### config.mk
export PLATFORM = sky130hd
export DESIGN_NAME = tvsync_gen
export DESIGN_NICKNAME = d
export VERILOG_FILES = /design/src/core/tvsync_pkg.sv /design/src/core/tvsync_pulse.sv /design/src/core/tvsync_gen.sv
export SDC_FILE = /design/constraint.sdc
export NUM_CORES = 1
export LEC_CHECK = 0
export BUFFER_PORTS_ARGS = -buffer_cell sky130_fd_sc_hd__buf_2
export CORE_AREA = 2 2 96 135
export DETAILED_ROUTE_END_ITERATION = 7
export DIE_AREA = 0 0 98 137
export PLACE_DENSITY = 0.67
export SYNTH_ARGS = -nofsm -noshare
export SYNTH_HDL_FRONTEND = slang
export SYNTH_SLANG_ARGS = --single-unit
### constraint.sdc
create_clock -name CLK_I -period 2.6 [get_ports CLK_I]
set_clock_uncertainty 0.15 [all_clocks]
set_input_delay 0.26 -clock CLK_I [delete_from_list [all_inputs] [get_ports CLK_I]]
set_output_delay 0.26 -clock CLK_I [all_outputs]
set_load 0.01 [all_outputs]
### src/core/tvsync_pkg.sv
// Shared constants and types for the composite sync waveform generator.
// Assumes a 20 MHz system clock; pulse widths are given in ns and turned into cycles.
`default_nettype none

package tvsync_pkg;
    // ****************************************************************
    // Clock and timing
    // ****************************************************************
    localparam int unsigned CLK_HZ = 20_000_000;
    localparam int unsigned CLK_MHZ = CLK_HZ / 1_000_000;
    localparam int unsigned CNT_W = 16;
    localparam int unsigned HS_NS = 6000;
    localparam int unsigned EQ_NS = 3000;
    localparam int unsigned VS_NS = 27000;
    localparam int unsigned SVS_NS = 190000;
    localparam int unsigned HB_NS = 11000;
    localparam int unsigned VB_NS = 1270000;
    // Least widths: round up to whole cycles
    localparam int unsigned HS_CYC = (HS_NS * CLK_MHZ + 999) / 1000;
    localparam int unsigned EQ_CYC = (EQ_NS * CLK_MHZ + 999) / 1000;
    localparam int unsigned VS_CYC = (VS_NS * CLK_MHZ + 999) / 1000;
    localparam int unsigned SVS_CYC = (SVS_NS * CLK_MHZ + 999) / 1000;
    localparam int unsigned HB_CYC = (HB_NS * CLK_MHZ + 999) / 1000;
    localparam int unsigned VB_CYC = (VB_NS * CLK_MHZ + 999) / 1000;

    // ****************************************************************
    // Sequence
    // ****************************************************************
    localparam int unsigned SEQ_CNT_W = 3;
    localparam logic [SEQ_CNT_W-1:0] EQ_LAST = 3'h5;
    localparam logic [SEQ_CNT_W-1:0] VS_LAST = 3'h5;
    localparam logic [SEQ_CNT_W-1:0] SVS_LAST = 3'h2;
    localparam int unsigned POL_CSYNC = 0;
    localparam int unsigned POL_HBLK = 1;
    localparam int unsigned POL_VBLK = 2;
    localparam int unsigned POL_MBLK = 3;

    typedef enum logic [2:0] {
        SEQ_HORIZ,
        SEQ_EQ1,
        SEQ_VS,
        SEQ_EQ2,
        SEQ_SVS
    } tvsync_seq_t;
endpackage

`default_nettype wire

### src/core/tvsync_pulse.sv
// Counter-timed pulse: a start strobe opens the output for LEN system clocks.
// Assumes start is a one-cycle strobe; a start while busy retriggers.
`default_nettype none

module tvsync_pulse
    import tvsync_pkg::*;
#(
    parameter int unsigned LEN = 1
) (
    // Clock and resets
    input wire logic clk_i,
    input wire logic nrst_i,
    input wire logic srst_i,
    // Control
    input wire logic start_i,
    // Pulse
    output logic busy_o
);
    localparam logic [CNT_W-1:0] LEN_V = CNT_W'(LEN - 1);

    logic [CNT_W-1:0] cnt_q;
    logic busy_q;
    wire logic last = (cnt_q == '0);

    always_ff @(posedge clk_i or negedge nrst_i) begin
        if (!nrst_i) begin
            cnt_q <= '0;
            busy_q <= 1'b0;
        end else if (srst_i) begin
            cnt_q <= '0;
            busy_q <= 1'b0;
        end else if (start_i) begin
            cnt_q <= LEN_V;
            busy_q <= 1'b1;
        end else if (busy_q) begin
            cnt_q <= last ? cnt_q : cnt_q - 1'b1;
            busy_q <= !last;
        end
    end

    assign busy_o = busy_q;
endmodule

`default_nettype wire

### src/core/tvsync_gen.sv
// Composite sync and blanking waveform generator, top level.
// Assumes CLKP_I, FIELD_I and VB_EARLY_I are synchronous levels from the sync counter chain.
//
// Summary of operation
// - In interlaced mode every horizontal, vertical and equalizing pulse starts at the falling edge of the clock pulse.
// - The half-rate divider and the sequence state change only at the rising edge of the clock pulse.
// - In interlaced mode a field trigger switches the output from horizontal sync to equalizing pulses.
// - In interlaced mode, after a field trigger come six equalizing, six vertical and six equalizing pulses, then horizontal sync again.
// - In interlaced mode, outside the vertical interval the divider lets horizontal sync through on every other clock pulse only.
// - Equalizing and horizontal sync pulses are never launched or active together.
// - The composite output is taken from the horizontal/equalizing source or from the vertical source.
// - Separate horizontal and vertical blanking are produced and also mixed into one blanking output.
// - In simplified mode horizontal blanking starts on the rising clock pulse edge and sync on the falling edge.
// - In simplified mode a field trigger puts the vertical pulse on the output for three line periods.
// - Each sync and blanking output can be inverted.
`default_nettype none

module tvsync_gen
    import tvsync_pkg::*;
#(
    parameter int unsigned HS_LEN = HS_CYC,
    parameter int unsigned EQ_LEN = EQ_CYC,
    parameter int unsigned VS_LEN = VS_CYC,
    parameter int unsigned SVS_LEN = SVS_CYC,
    parameter int unsigned HB_LEN = HB_CYC,
    parameter int unsigned VB_LEN = VB_CYC
) (
    // Clock and resets
    input wire logic CLK_I,
    input wire logic NRST_I,
    input wire logic SRST_I,
    // Configuration
    input wire logic MODE_I,
    input wire logic [3:0] POL_I,
    // Timing from the sync counter chain
    input wire logic CLKP_I,
    input wire logic FIELD_I,
    input wire logic VB_EARLY_I,
    // Waveform outputs
    output logic CSYNC_O,
    output logic HBLANK_O,
    output logic VBLANK_O,
    output logic MBLANK_O
);
    // ****************************************************************
    // Edge detection
    // ****************************************************************
    logic clkp_q;
    logic field_q;
    logic early_q;
    logic fld_pend_q;
    logic half_q;
    tvsync_seq_t state_q;
    tvsync_seq_t state_d;
    logic [SEQ_CNT_W-1:0] seq_cnt_q;
    logic [SEQ_CNT_W-1:0] seq_cnt_d;
    logic csync_q;
    logic hblank_q;
    logic vblank_q;
    logic mblank_q;

    wire logic lead = CLKP_I && !clkp_q;
    wire logic trail = !CLKP_I && clkp_q;
    wire logic field_rise = FIELD_I && !field_q;
    wire logic early_rise = VB_EARLY_I && !early_q;

    // ****************************************************************
    // Pulse launch decode
    // ****************************************************************
    wire logic in_horiz = (state_q == SEQ_HORIZ);
    wire logic eq_sel = (state_q == SEQ_EQ1) || (state_q == SEQ_EQ2);
    wire logic vs_sel = (state_q == SEQ_VS) || (state_q == SEQ_SVS);
    wire logic hs_gate = MODE_I || half_q;
    wire logic hs_start = trail && in_horiz && hs_gate;
    wire logic eq_start = trail && eq_sel;
    wire logic vs_start = trail && (state_q == SEQ_VS);
    // One vertical pulse per substitution; a retrigger on each line would stretch it past three lines
    wire logic svs_start = trail && (state_q == SEQ_SVS) && (seq_cnt_q == '0);
    wire logic hb_start = lead && (MODE_I || !half_q);
    wire logic accept = lead && fld_pend_q && in_horiz;
    wire logic vb_start = MODE_I ? early_rise : (accept && !MODE_I);
    wire logic hs_busy;
    wire logic eq_busy;
    wire logic vs_busy;
    wire logic svs_busy;
    wire logic hb_busy;
    wire logic vb_busy;
    wire logic hseq = eq_busy || (hs_busy && !eq_busy);
    wire logic vsrc = vs_busy || svs_busy;
    wire logic csync = vs_sel ? vsrc : hseq;
    wire logic mblank = hb_busy || vb_busy;
    wire logic [SEQ_CNT_W-1:0] last_cnt = (state_q == SEQ_SVS) ? SVS_LAST : (state_q == SEQ_VS) ? VS_LAST : EQ_LAST;
    wire logic seq_done = (seq_cnt_q == last_cnt);

    // ****************************************************************
    // Sequence control
    // ****************************************************************
    always_comb begin
        state_d = state_q;
        seq_cnt_d = seq_cnt_q;
        if (accept) begin
            state_d = MODE_I ? SEQ_SVS : SEQ_EQ1;
            seq_cnt_d = '0;
        end else if (lead && !in_horiz) begin
            seq_cnt_d = seq_done ? '0 : seq_cnt_q + 1'b1;
            if (seq_done) begin
                unique case (state_q)
                    SEQ_EQ1: state_d = SEQ_VS;
                    SEQ_VS: state_d = SEQ_EQ2;
                    SEQ_EQ2: state_d = SEQ_HORIZ;
                    SEQ_SVS: state_d = SEQ_HORIZ;
                    default: state_d = SEQ_HORIZ;
                endcase
            end
        end
    end

    always_ff @(posedge CLK_I or negedge NRST_I) begin
        if (!NRST_I) begin
            clkp_q <= 1'b0;
            field_q <= 1'b0;
            early_q <= 1'b0;
            fld_pend_q <= 1'b0;
            half_q <= 1'b0;
            state_q <= SEQ_HORIZ;
            seq_cnt_q <= '0;
        end else if (SRST_I) begin
            clkp_q <= 1'b0;
            field_q <= 1'b0;
            early_q <= 1'b0;
            fld_pend_q <= 1'b0;
            half_q <= 1'b0;
            state_q <= SEQ_HORIZ;
            seq_cnt_q <= '0;
        end else begin
            clkp_q <= CLKP_I;
            field_q <= FIELD_I;
            early_q <= VB_EARLY_I;
            fld_pend_q <= field_rise || (fld_pend_q && !accept);
            half_q <= lead ? !half_q : half_q;
            state_q <= state_d;
            seq_cnt_q <= seq_cnt_d;
        end
    end

    // ****************************************************************
    // Pulse timers
    // ****************************************************************
    // Horizontal sync
    tvsync_pulse #(.LEN(HS_LEN)) u_hs (
        .clk_i(CLK_I),
        .nrst_i(NRST_I),
        .srst_i(SRST_I),
        .start_i(hs_start),
        .busy_o(hs_busy)
    );
    // Equalizing pulse
    tvsync_pulse #(.LEN(EQ_LEN)) u_eq (
        .clk_i(CLK_I),
        .nrst_i(NRST_I),
        .srst_i(SRST_I),
        .start_i(eq_start),
        .busy_o(eq_busy)
    );
    // Vertical sync, interlaced sequence
    tvsync_pulse #(.LEN(VS_LEN)) u_vs (
        .clk_i(CLK_I),
        .nrst_i(NRST_I),
        .srst_i(SRST_I),
        .start_i(vs_start),
        .busy_o(vs_busy)
    );
    // Vertical sync, simplified substitution
    tvsync_pulse #(.LEN(SVS_LEN)) u_svs (
        .clk_i(CLK_I),
        .nrst_i(NRST_I),
        .srst_i(SRST_I),
        .start_i(svs_start),
        .busy_o(svs_busy)
    );
    // Horizontal blanking
    tvsync_pulse #(.LEN(HB_LEN)) u_hb (
        .clk_i(CLK_I),
        .nrst_i(NRST_I),
        .srst_i(SRST_I),
        .start_i(hb_start),
        .busy_o(hb_busy)
    );
    // Vertical blanking
    tvsync_pulse #(.LEN(VB_LEN)) u_vb (
        .clk_i(CLK_I),
        .nrst_i(NRST_I),
        .srst_i(SRST_I),
        .start_i(vb_start),
        .busy_o(vb_busy)
    );

    // ****************************************************************
    // Output stage
    // ****************************************************************
    always_ff @(posedge CLK_I or negedge NRST_I) begin
        if (!NRST_I) begin
            csync_q <= 1'b0;
            hblank_q <= 1'b0;
            vblank_q <= 1'b0;
            mblank_q <= 1'b0;
        end else begin
            csync_q <= csync ^ POL_I[POL_CSYNC];
            hblank_q <= hb_busy ^ POL_I[POL_HBLK];
            vblank_q <= vb_busy ^ POL_I[POL_VBLK];
            mblank_q <= mblank ^ POL_I[POL_MBLK];
        end
    end

    assign CSYNC_O = csync_q;
    assign HBLANK_O = hblank_q;
    assign VBLANK_O = vblank_q;
    assign MBLANK_O = mblank_q;
endmodule

`default_nettype wire

* Word level (Yosys, flattened, before mapping)
Index checks and enable logic that the tools add are counted.
** Word-level totals
- Word-level logic and storage cells :: 170
- Bits in read-only memories :: 0
- Bits in latches :: 0
- Bits in registers :: 117
- Memories kept :: 0
- RAM bits :: 0
- Output and inout bits :: 4
- Input bits :: 11
** Operators by class
- Shift operators :: 0
- Add/subtract/negate cells :: 7
- Bitwise logic cells :: 4
- Muxes and demuxes :: 61
- $lt $le $gt $ge :: 0
- Div/mod/pow operators :: 0
- Equal/unequal tests :: 11
- Multipliers :: 0
- Reductions and logical operators :: 64
** Operators with widths (count)
- 16-bit two-way mux :: 24
- 16-bit logical NOT :: 6
- 16-bit by 1-bit subtractor with 16-bit output (second input constant) :: 6
- 3-bit two-way mux :: 10
- 1-bit two-way mux :: 26
- 3-bit nonzero test :: 8
- 1-bit logical AND :: 17
- 1-bit logical NOT :: 15
- 2-bit AND reduction :: 7
- 3-bit inequality test (second input constant) :: 4
- 1-bit logical OR :: 8
- 3-bit by 2-bit == test with 1-bit output (second input constant) :: 2
- 3-bit logical NOT :: 2
- 3-bit by 2-bit inequality test with 1-bit output (second input constant) :: 2
- 2-bit one-hot mux with 2 select lines :: 1
- 1-bit XOR :: 4
- 3-bit by 1-bit adder with 3-bit output (second input constant) :: 1
- 3-bit by 1-bit == test with 1-bit output (second input constant) :: 1
- 3-bit == test :: 1
- 3-bit == test (second input constant) :: 1
- 2-bit nonzero test :: 1

* Depth between registers and ports, before layout
Gate-level depths: netlist of run 1.
- Word-level depth :: 8
- Gate-level depth with buffers :: 8
- Mapped depth without buffers :: 7

* Cells and area by module
Synthesis of run 1 repeated with hierarchy kept, for this count alone.
** Second synthesis, totals
- Cells, all modules :: 733
- Area total of the unflattened synthesis :: 6932.9 µm²
** By module, submodules not included
- tvsync_pulse at u_hb :: sequential area each 425.4 µm², cells an instance 112, times used 1, area an instance 1049.8 µm²
- tvsync_pulse at u_eq :: sequential area each 425.4 µm², cells an instance 109, times used 1, area an instance 1034.7 µm²
- tvsync_pulse at u_hs :: sequential area each 425.4 µm², cells an instance 112, times used 1, area an instance 1033.5 µm²
- tvsync_pulse at u_vs :: sequential area each 425.4 µm², cells an instance 112, times used 1, area an instance 1023.5 µm²
- tvsync_pulse at u_vb :: sequential area each 425.4 µm², cells an instance 100, times used 1, area an instance 996.0 µm²
- tvsync_pulse at u_svs :: sequential area each 425.4 µm², cells an instance 109, times used 1, area an instance 985.9 µm²
- tvsync_gen :: sequential area each 375.4 µm², cells an instance 79, times used 1, area an instance 809.5 µm²

* Worst setup path before layout of run 1
OpenSTA, ideal clock, no wires.
- Kind :: reg2reg
- Start :: reg u_vb.cnt_q[13]
- End :: reg u_vb.cnt_q[1]
- Arrival time :: 2081 ps
- Path buffers :: 0
- Period minus slack after synthesis :: 2309 ps
- Setup time :: 78 ps
- Setup slack :: 291 ps
- Stages on the path, launching flop included :: 6
- Required time :: 2372 ps
- Cells stage by stage :: dfrtp_1 nor4_1 nand4_1 nand2_1 mux2_2 a21oi_1
** On the way
- Word-level cells in the longest chain between the ends :: 3
** RTL lines
- start: declaration :: RTL line tvsync_pulse.sv:21 : logic [CNT_W-1:0] cnt_q;
- start signal: assignment :: RTL line tvsync_pulse.sv:36 : cnt_q <= last ? cnt_q : cnt_q - 1'b1;
- 16-bit logical NOT :: RTL line tvsync_pulse.sv:23 : wire logic last = (cnt_q == '0);
- 3-bit by 2-bit inequality test with 1-bit output (no line)
- 2-bit AND reduction (no line)
Every way passes these cells.
A chain may end at the register's enable or synchronous reset.

* Worst setup path after layout of run 1
- Start :: in CLKP_I
- End :: reg state_q[1]
** On the way
- Word-level cells in the longest chain between the ends :: 5
- Elaborated cells on any way between the ends :: 9
- Classes of those cells :: 2 x mux; 7 x reduce/logical
** RTL lines
- start: declaration :: RTL line tvsync_gen.sv:36 : input wire logic CLKP_I,
- 1-bit logical AND (*) :: RTL line tvsync_gen.sv:62 : wire logic lead = CLKP_I && !clkp_q;
- 1-bit logical AND (2 in series) :: RTL line tvsync_gen.sv:80 : wire logic accept = lead && fld_pend_q && in_horiz;
- 3-bit nonzero test (no line) or 3-bit two-way mux (tied branches)
- 2-bit AND reduction (no line) or 3-bit two-way mux (tied branches)
- end signal: assignment :: RTL line tvsync_gen.sv:141 : state_q <= state_d;
- end: declaration :: RTL line tvsync_gen.sv:53 : tvsync_seq_t state_q;
Mark *: on every way between the ends. The rest lies on a longest branch, timed or not.

==> results of run 1 <==
-- state kept, by name (all words and copies together) (netlist names), 3 cells and up --
signal       count
u_eq.cnt_q      16
u_hb.cnt_q      16
u_vs.cnt_q      16
state_q          3
u_vb.cnt_q      16
seq_cnt_q        3
u_hs.cnt_q      16
u_svs.cnt_q     16
-- worst max-delay path by stage --
| stage | startpoint | cells past startpoint | endpoint |
|---|---|---|---|
| 5_1_grt | CLKP_I | 7 | state_q[1]$_DFFE_PN0P_ |
| 3_5_place_dp | u_hs.cnt_q[2]$_DFFE_PN0P_ | 5 | u_hs.cnt_q[15]$_DFFE_PN0P_ |
| 6_report | CLKP_I | 7 | state_q[1]$_DFFE_PN0P_ |
| 4_1_cts | CLKP_I | 7 | state_q[1]$_DFFE_PN0P_ |
| 3_3_place_gp | u_svs.cnt_q[12]$_DFFE_PN0P_ | 5 | u_svs.cnt_q[1]$_DFFE_PN0P_ |
| 2_1_floorplan | u_vb.cnt_q[13]$_DFFE_PN0P_ | 5 | u_vb.cnt_q[1]$_DFFE_PN0P_ |
-- where the power goes --
| part | switching, mW | total (mW) | internal, mW |
|---|---|---|---|
| Clock | 0.796 | 2.62 | 1.82 |
| Sequential | 0.0791 | 1.98 | 1.90 |
| Combinational | 0.345 | 0.593 | 0.248 |
-- layout by cell type (no fill, tap or decap), types with 5 or more instances in the layout --
master	synthesis	routed
o2111ai_1	6	6
ha_1	8	8
nand4_1	12	12
nor4_1	16	16
o211ai_1	9	9
inv_1	26	26
buf_4	0	25
xnor2_1	52	52
nor3_1	30	30
mux2_2	7	7
nand3_1	12	12
dfrtp_1	117	117
o21ai_0	7	7
a31oi_1	7	7
nor4b_1	7	7
bufinv_16	0	5
or4_1	11	11
buf_2	1	13
xor2_1	27	27
nor2_1	79	79
nand2b_1	8	8
nand2_1	21	21
dlygate4sd3_1	0	8
a211oi_1	6	6
nor2b_1	8	8
or3_1	5	5
nand4b_1	5	5
clkbuf_16	0	17
clkbuf_8	0	5
a21oi_1	60	60
-- routing by layer --
layer	track usage [%]	vias up	routed length (µm)
met1	24.3	2414	5590
met4	8.18	0	189
li1	-	2405	-
met3	4.70	16	386
met2	36.0	67	6750
met5	0	-	0
-- worst register-to-register path: cells and delay by family (launching register included) --
family                     cells  cell delay, ns
buffers and inverters          1            0.07
adders and majority gates      1            0.20
AOI/OAI and AO/OA              1            0.15
DFF                            1            0.36
and+or+nand+nor                4            1.36
-- through the flow --
stage                     area [µm²]  power [mW]  setup WS, ns
after floorplan                 6240        2.38         0.291
after global placement          6610        2.57         0.299
after detailed placement        6610        2.59         0.256
after CTS                       7360        5.23         0.214
after global routing            7360        5.39       0.00671
final                           7360        5.19         0.183
-- cell families (layout without fill, tap and decap cells) --
family,count (synthesis),in the layout,synth area share [%]
compound gates,125,125,12.9
flops,117,117,46.9
fa+ha+maj,8,8,1.60
xor+xnor,79,79,11.1
simple gates,251,251,22.7
mux,10,10,1.74
buf+inv,51,105,3.09
-- cell type report --
type / count / area, µm² / area share (%)
clock buffer: 23 / 498 / 6.77
clock inverter: 9 / 170 / 2.31
inverter: 26 / 97.6 / 1.33
multi-input combinational: 473 / 3120 / 42.4
sequential: 117 / 2930 / 39.8
tap: 150 / 188 / 2.55
timing repair buffer: 47 / 353 / 4.80
==> impl_metrics.yaml, run 1 <==
outcome:
  status: "complete, no violations"
setup_path:
  start_kind: "input port"
  r2r_slack_ns: 0.24
  cp_data_required_time_ns: 2.78
  reg2regPathDepth: 7
  crit_type: "input port to register"
  cp.arrival_ns: 2.60
  path_cells: "dlygate4sd3_1 > buf_2 > nor2b_1 > a21boi_0 > o21ai_1 > or4b_2 > a31oi_1"
  max_stage_delay_ns: 0.64
  cpLargestDelayFamily: "simple AND/OR/NAND/NOR gates"
  critPathBufInv: 2
  r2r_end: "u_vs.cnt_q[13]$_DFFE_PN0P_"
  endpoint_kind: "register"
  r2r_start: "u_vs.cnt_q[1]$_DFFE_PN0P_"
  worst_path_max_delay_cell: "or4b_2"
  cp_max_fo: 5
layout:
  final_util_pct: 60.3
  fillCellCount: 1050
  nets: 701
  drive_gt1_share_pct: 13.7
  stdcell_count: 845
  syn2layout_area_growth_pct: 17.8
  antenna_cells: 0
clock_network:
  cts_hold_buf: 8
  cts_resized: 0
  cts_root_buf: "clkbuf_16"
  clk_pin_slew_ns: 0.05
  cts_max_level: 4
  clockBufferDepth: 2
  cts_made_buffers: 17
  cts.sinks: 117
  cts_tree: "yes"
  insertion_delay_ns: 0.41
  post_cts_buffers: 0
yosys:
  synth_cell_types: 65
  syn_area_mm2: 0.00624
  synthTopCellsByArea: "dfrtp_1, xnor2_1, a21oi_1, nor2_1, xor2_1"
  synth_top_area_share_pct: 46.9
  ys_warn_count: 0
  synth_nets: 660
  synth_top_area_cell: "dfrtp_1"
  synth_most_common_cell: "dfrtp_1"
  seq_area_frac_synth_pct: 46.9
  synthFlopType: "dfrtp_1"
  synth-edff-count: 0
  ys_seq_elements: 117
  netlist_top_cells_count: "dfrtp_1, nor2_1, a21oi_1, xnor2_1, nor3_1"
  async_flop_share_pct: 100
  postSynthCellCount: 641
  syn_avg_cell_area_um2: 9.74
sta:
  finalSetupTns_ns: 0
  final_max_slew_viol_count: 0
  rsz0062_at_grt: "false"
  period_minus_slack_ns: 2.42
  period_share_pct: 93.0
  fin_hold_ws_ns: 0.106
  hold_viol: 0
  max_slew.worst_pin.slew_ns: 0.582
  setup_viol: 0
  slew_headroom_pct: 60.8
  fmax_mhz: 414
detailed_routing:
  route.vias.total: 4902
  drc: 0
  first_iter_violations: 155
  detail-route-antenna-nets: 0
  drt_wl_total_um: 12900
  wl_per_cell_um: 15.3
  avgViaCountPerCell: 5.80
  drt-pass1-iter-count: 4
pwr:
  leakage_nw: 3.09
  peakVddDrop_uv: 346
  pwr_density_cell_mw_per_mm2: 705
die:
  core-area_mm2: 0.0122
  start_util_pct: 51.2
  ioPinCount: 15
  die_x_um: 98
  dieArea_mm2: 0.0134
  rows: 48
  die_height_um: 137
place:
  hpwlAfterDp_um: 8860
  dp.cells: 805
  gp_congestion: 0.872
  io_buffers: 14
hold_path:
  hold_path_startpoint: "MODE_I"
  holdPathEnd: "state_q[2]$_DFFE_PN0P_"
  hold_class: "input port to register"
  hold_depth: 3
global_routing:
  grt_util_all_layers_pct: 20.5
  grt_max_degree: 60
  first_global_vias: 4929
  grt.overflow.total: 0
  grt_pass1_wl_um: 22400
  grt_antenna_before_repair: 0
run:
  cap_violations: 0
Power figures use the tool's default switching activity.
==> run 2: changes to the inputs <==
==> constraint.sdc (replaced) <==
create_clock -name CLK_I -period 2.6 [get_ports CLK_I]
set_clock_uncertainty 0.15 [all_clocks]
set_input_delay 0.52 -clock CLK_I [delete_from_list [all_inputs] [get_ports CLK_I]]
set_output_delay 0.52 -clock CLK_I [all_outputs]
set_load 0.01 [all_outputs]
==> run 2 against run 1 <==
First-iteration DRC count increased by 3.2%; critical path depth decreased by 2; count of clock-buffer cells in the layout increased by 2; sequential cell count unchanged; sequential power about the same; register-to-register slack about the same; wire length decreased by 1.5%; sequential share of layout area increased by 0.91 points; largest power group unchanged; power decreased by 9.8%; global-route usage decreased by 0.45 points.
==> impl_metrics.yaml, run 2 (synthesized netlist as in run 1, its figures left out) <==
outcome:
  status: "complete, no violations"
place:
  gp_congestion: 0.871
  placed_area_mm2: 0.00665
  hpwlAfterDp_um: 8840
  io_buffers: 14
layout:
  final_cell_area_mm2: 0.00719
  antenna_cells: 0
  drive_gt1_share_pct: 13.6
  final_cell_mix: "dfrtp_1, nor2_1, a21oi_1"
  fillCellCount: 1052
  final_common_cell: "dfrtp_1"
  nets: 699
  syn2layout_area_growth_pct: 15.2
  multi_input_area_mm2: 0.00312
  register_area_mm2: 0.00293
setup_path:
  path_cells: "or4_1 > or3_1 > o21ai_2 > mux2_2 > a21oi_1"
  max_stage_delay_ns: 0.58
  critPathBufInv: 0
  r2r_start: "u_svs.cnt_q[12]$_DFFE_PN0P_"
  cp_max_fo: 6
  r2r_end: "u_svs.cnt_q[1]$_DFFE_PN0P_"
  cpLargestDelayFamily: "simple AND/OR/NAND/NOR gates"
  r2r_slack_ns: 0.23
  start_kind: "register"
  reg2regPathDepth: 5
  cp_data_required_time_ns: 2.77
  crit_type: "register to register"
  worst_path_max_delay_cell: "or4_1"
  endpoint_kind: "register"
  cp.arrival_ns: 2.54
  worst-path-stages: 5
run:
  cap_violations: 0
sta:
  hold_viol: 0
  max_slew.worst_pin.slew_ns: 0.629
  period_minus_slack_ns: 2.37
  rsz0062_at_grt: "false"
  fin_hold_ws_ns: 0.145
  slew_headroom_pct: 57.0
  finalSetupTns_ns: 0
  setup_viol: 0
  fmax_mhz: 422
  period_share_pct: 91.2
  final_max_slew_viol_count: 0
detailed_routing:
  drc: 0
  avgViaCountPerCell: 5.78
  detail-route-antenna-nets: 0
  first_iter_violations: 160
  drt-pass1-iter-count: 5
  drt_wl_total_um: 12700
  wl_per_cell_um: 15.1
  route.vias.total: 4863
die:
  die_x_um: 98
  dieArea_mm2: 0.0134
  die_height_um: 137
  start_util_pct: 51.2
  ioPinCount: 15
  rows: 48
  core-area_mm2: 0.0122
global_routing:
  grt.overflow.total: 0
  first_global_vias: 4923
  grt_max_degree: 46
  grt_util_all_layers_pct: 20.0
  grt_antenna_before_repair: 0
  grt_pass1_wl_um: 22000
pwr:
  pwr_density_cell_mw_per_mm2: 651
  leakage_nw: 3.02
  peakVddDrop_uv: 342
  total_power_mw: 4.68
clock_network:
  cts.sinks: 117
  clk_pin_slew_ns: 0.05
  cts_tree: "yes"
  post_cts_buffers: 0
  cts_hold_buf: 1
  cts_resized: 0
  cts_max_level: 4
  insertion_delay_ns: 0.40
  clockBufferDepth: 2
  cts_root_buf: "clkbuf_16"
  cts_made_buffers: 17
hold_path:
  hold_path_startpoint: "POL_I[0]"
  holdPathEnd: "CSYNC_O$_DFF_PN0_"
  hold_depth: 2
  hold_class: "input port to register"
## run 2: worst reg2reg max path, cell delays in order (launching register included)
cell and delay [ns]:
dfrtp_1 0.39, or4_1 0.58, or3_1 0.43, o21ai_2 0.24, mux2_2 0.36, a21oi_1 0.14
## run 2: power breakdown
group          total (mW)  switching (mW)  internal (mW)
Combinational       0.587           0.343          0.244
Clock                2.12           0.747           1.37
Sequential           1.98          0.0773           1.90
Total                4.68            1.17           3.51
## run 2: worst max-delay path by stage
stage / slack [ns] / to / from
floorplan: 0.29 / u_vb.cnt_q[1]$_DFFE_PN0P_ / u_vb.cnt_q[13]$_DFFE_PN0P_
global placement: 0.27 / u_svs.cnt_q[1]$_DFFE_PN0P_ / u_svs.cnt_q[12]$_DFFE_PN0P_
detailed placement: 0.25 / u_svs.cnt_q[1]$_DFFE_PN0P_ / u_svs.cnt_q[12]$_DFFE_PN0P_
CTS: 0.23 / u_svs.cnt_q[1]$_DFFE_PN0P_ / u_svs.cnt_q[12]$_DFFE_PN0P_
global route: 0.07 / u_vs.cnt_q[1]$_DFFE_PN0P_ / u_vs.cnt_q[0]$_DFFE_PN0P_
finish: 0.23 / u_svs.cnt_q[1]$_DFFE_PN0P_ / u_svs.cnt_q[12]$_DFFE_PN0P_
## run 2: final cells by class
| cell class | count | share of cell area [%] |
|---|---|---|
| multi-input cells | 473 | 43.4 |
| flip-flops and latches | 117 | 40.7 |
| clock buffers | 25 | 6.75 |
| repair buffers | 45 | 4.45 |
| well taps | 150 | 2.61 |
| inverters | 26 | 1.36 |
| clock inverters | 5 | 0.696 |
## run 2: per-stage QoR
step           util [%]  setup WS [ns]  std cells
2_1_floorplan         -          0.291        641
3_3_place_gp       54.5          0.273        810
3_5_place_dp       54.5          0.251        810
4_1_cts            59.0          0.232        841
5_1_grt            59.0         0.0725        841
6_report           59.0          0.230        841
## run 2: per-layer routing
layer  share of wire, %  GRT usage, %
met1                 44          24.0
met4                1.9          8.41
met3                1.9          3.78
met5                  0             0
met2                 52          35.3
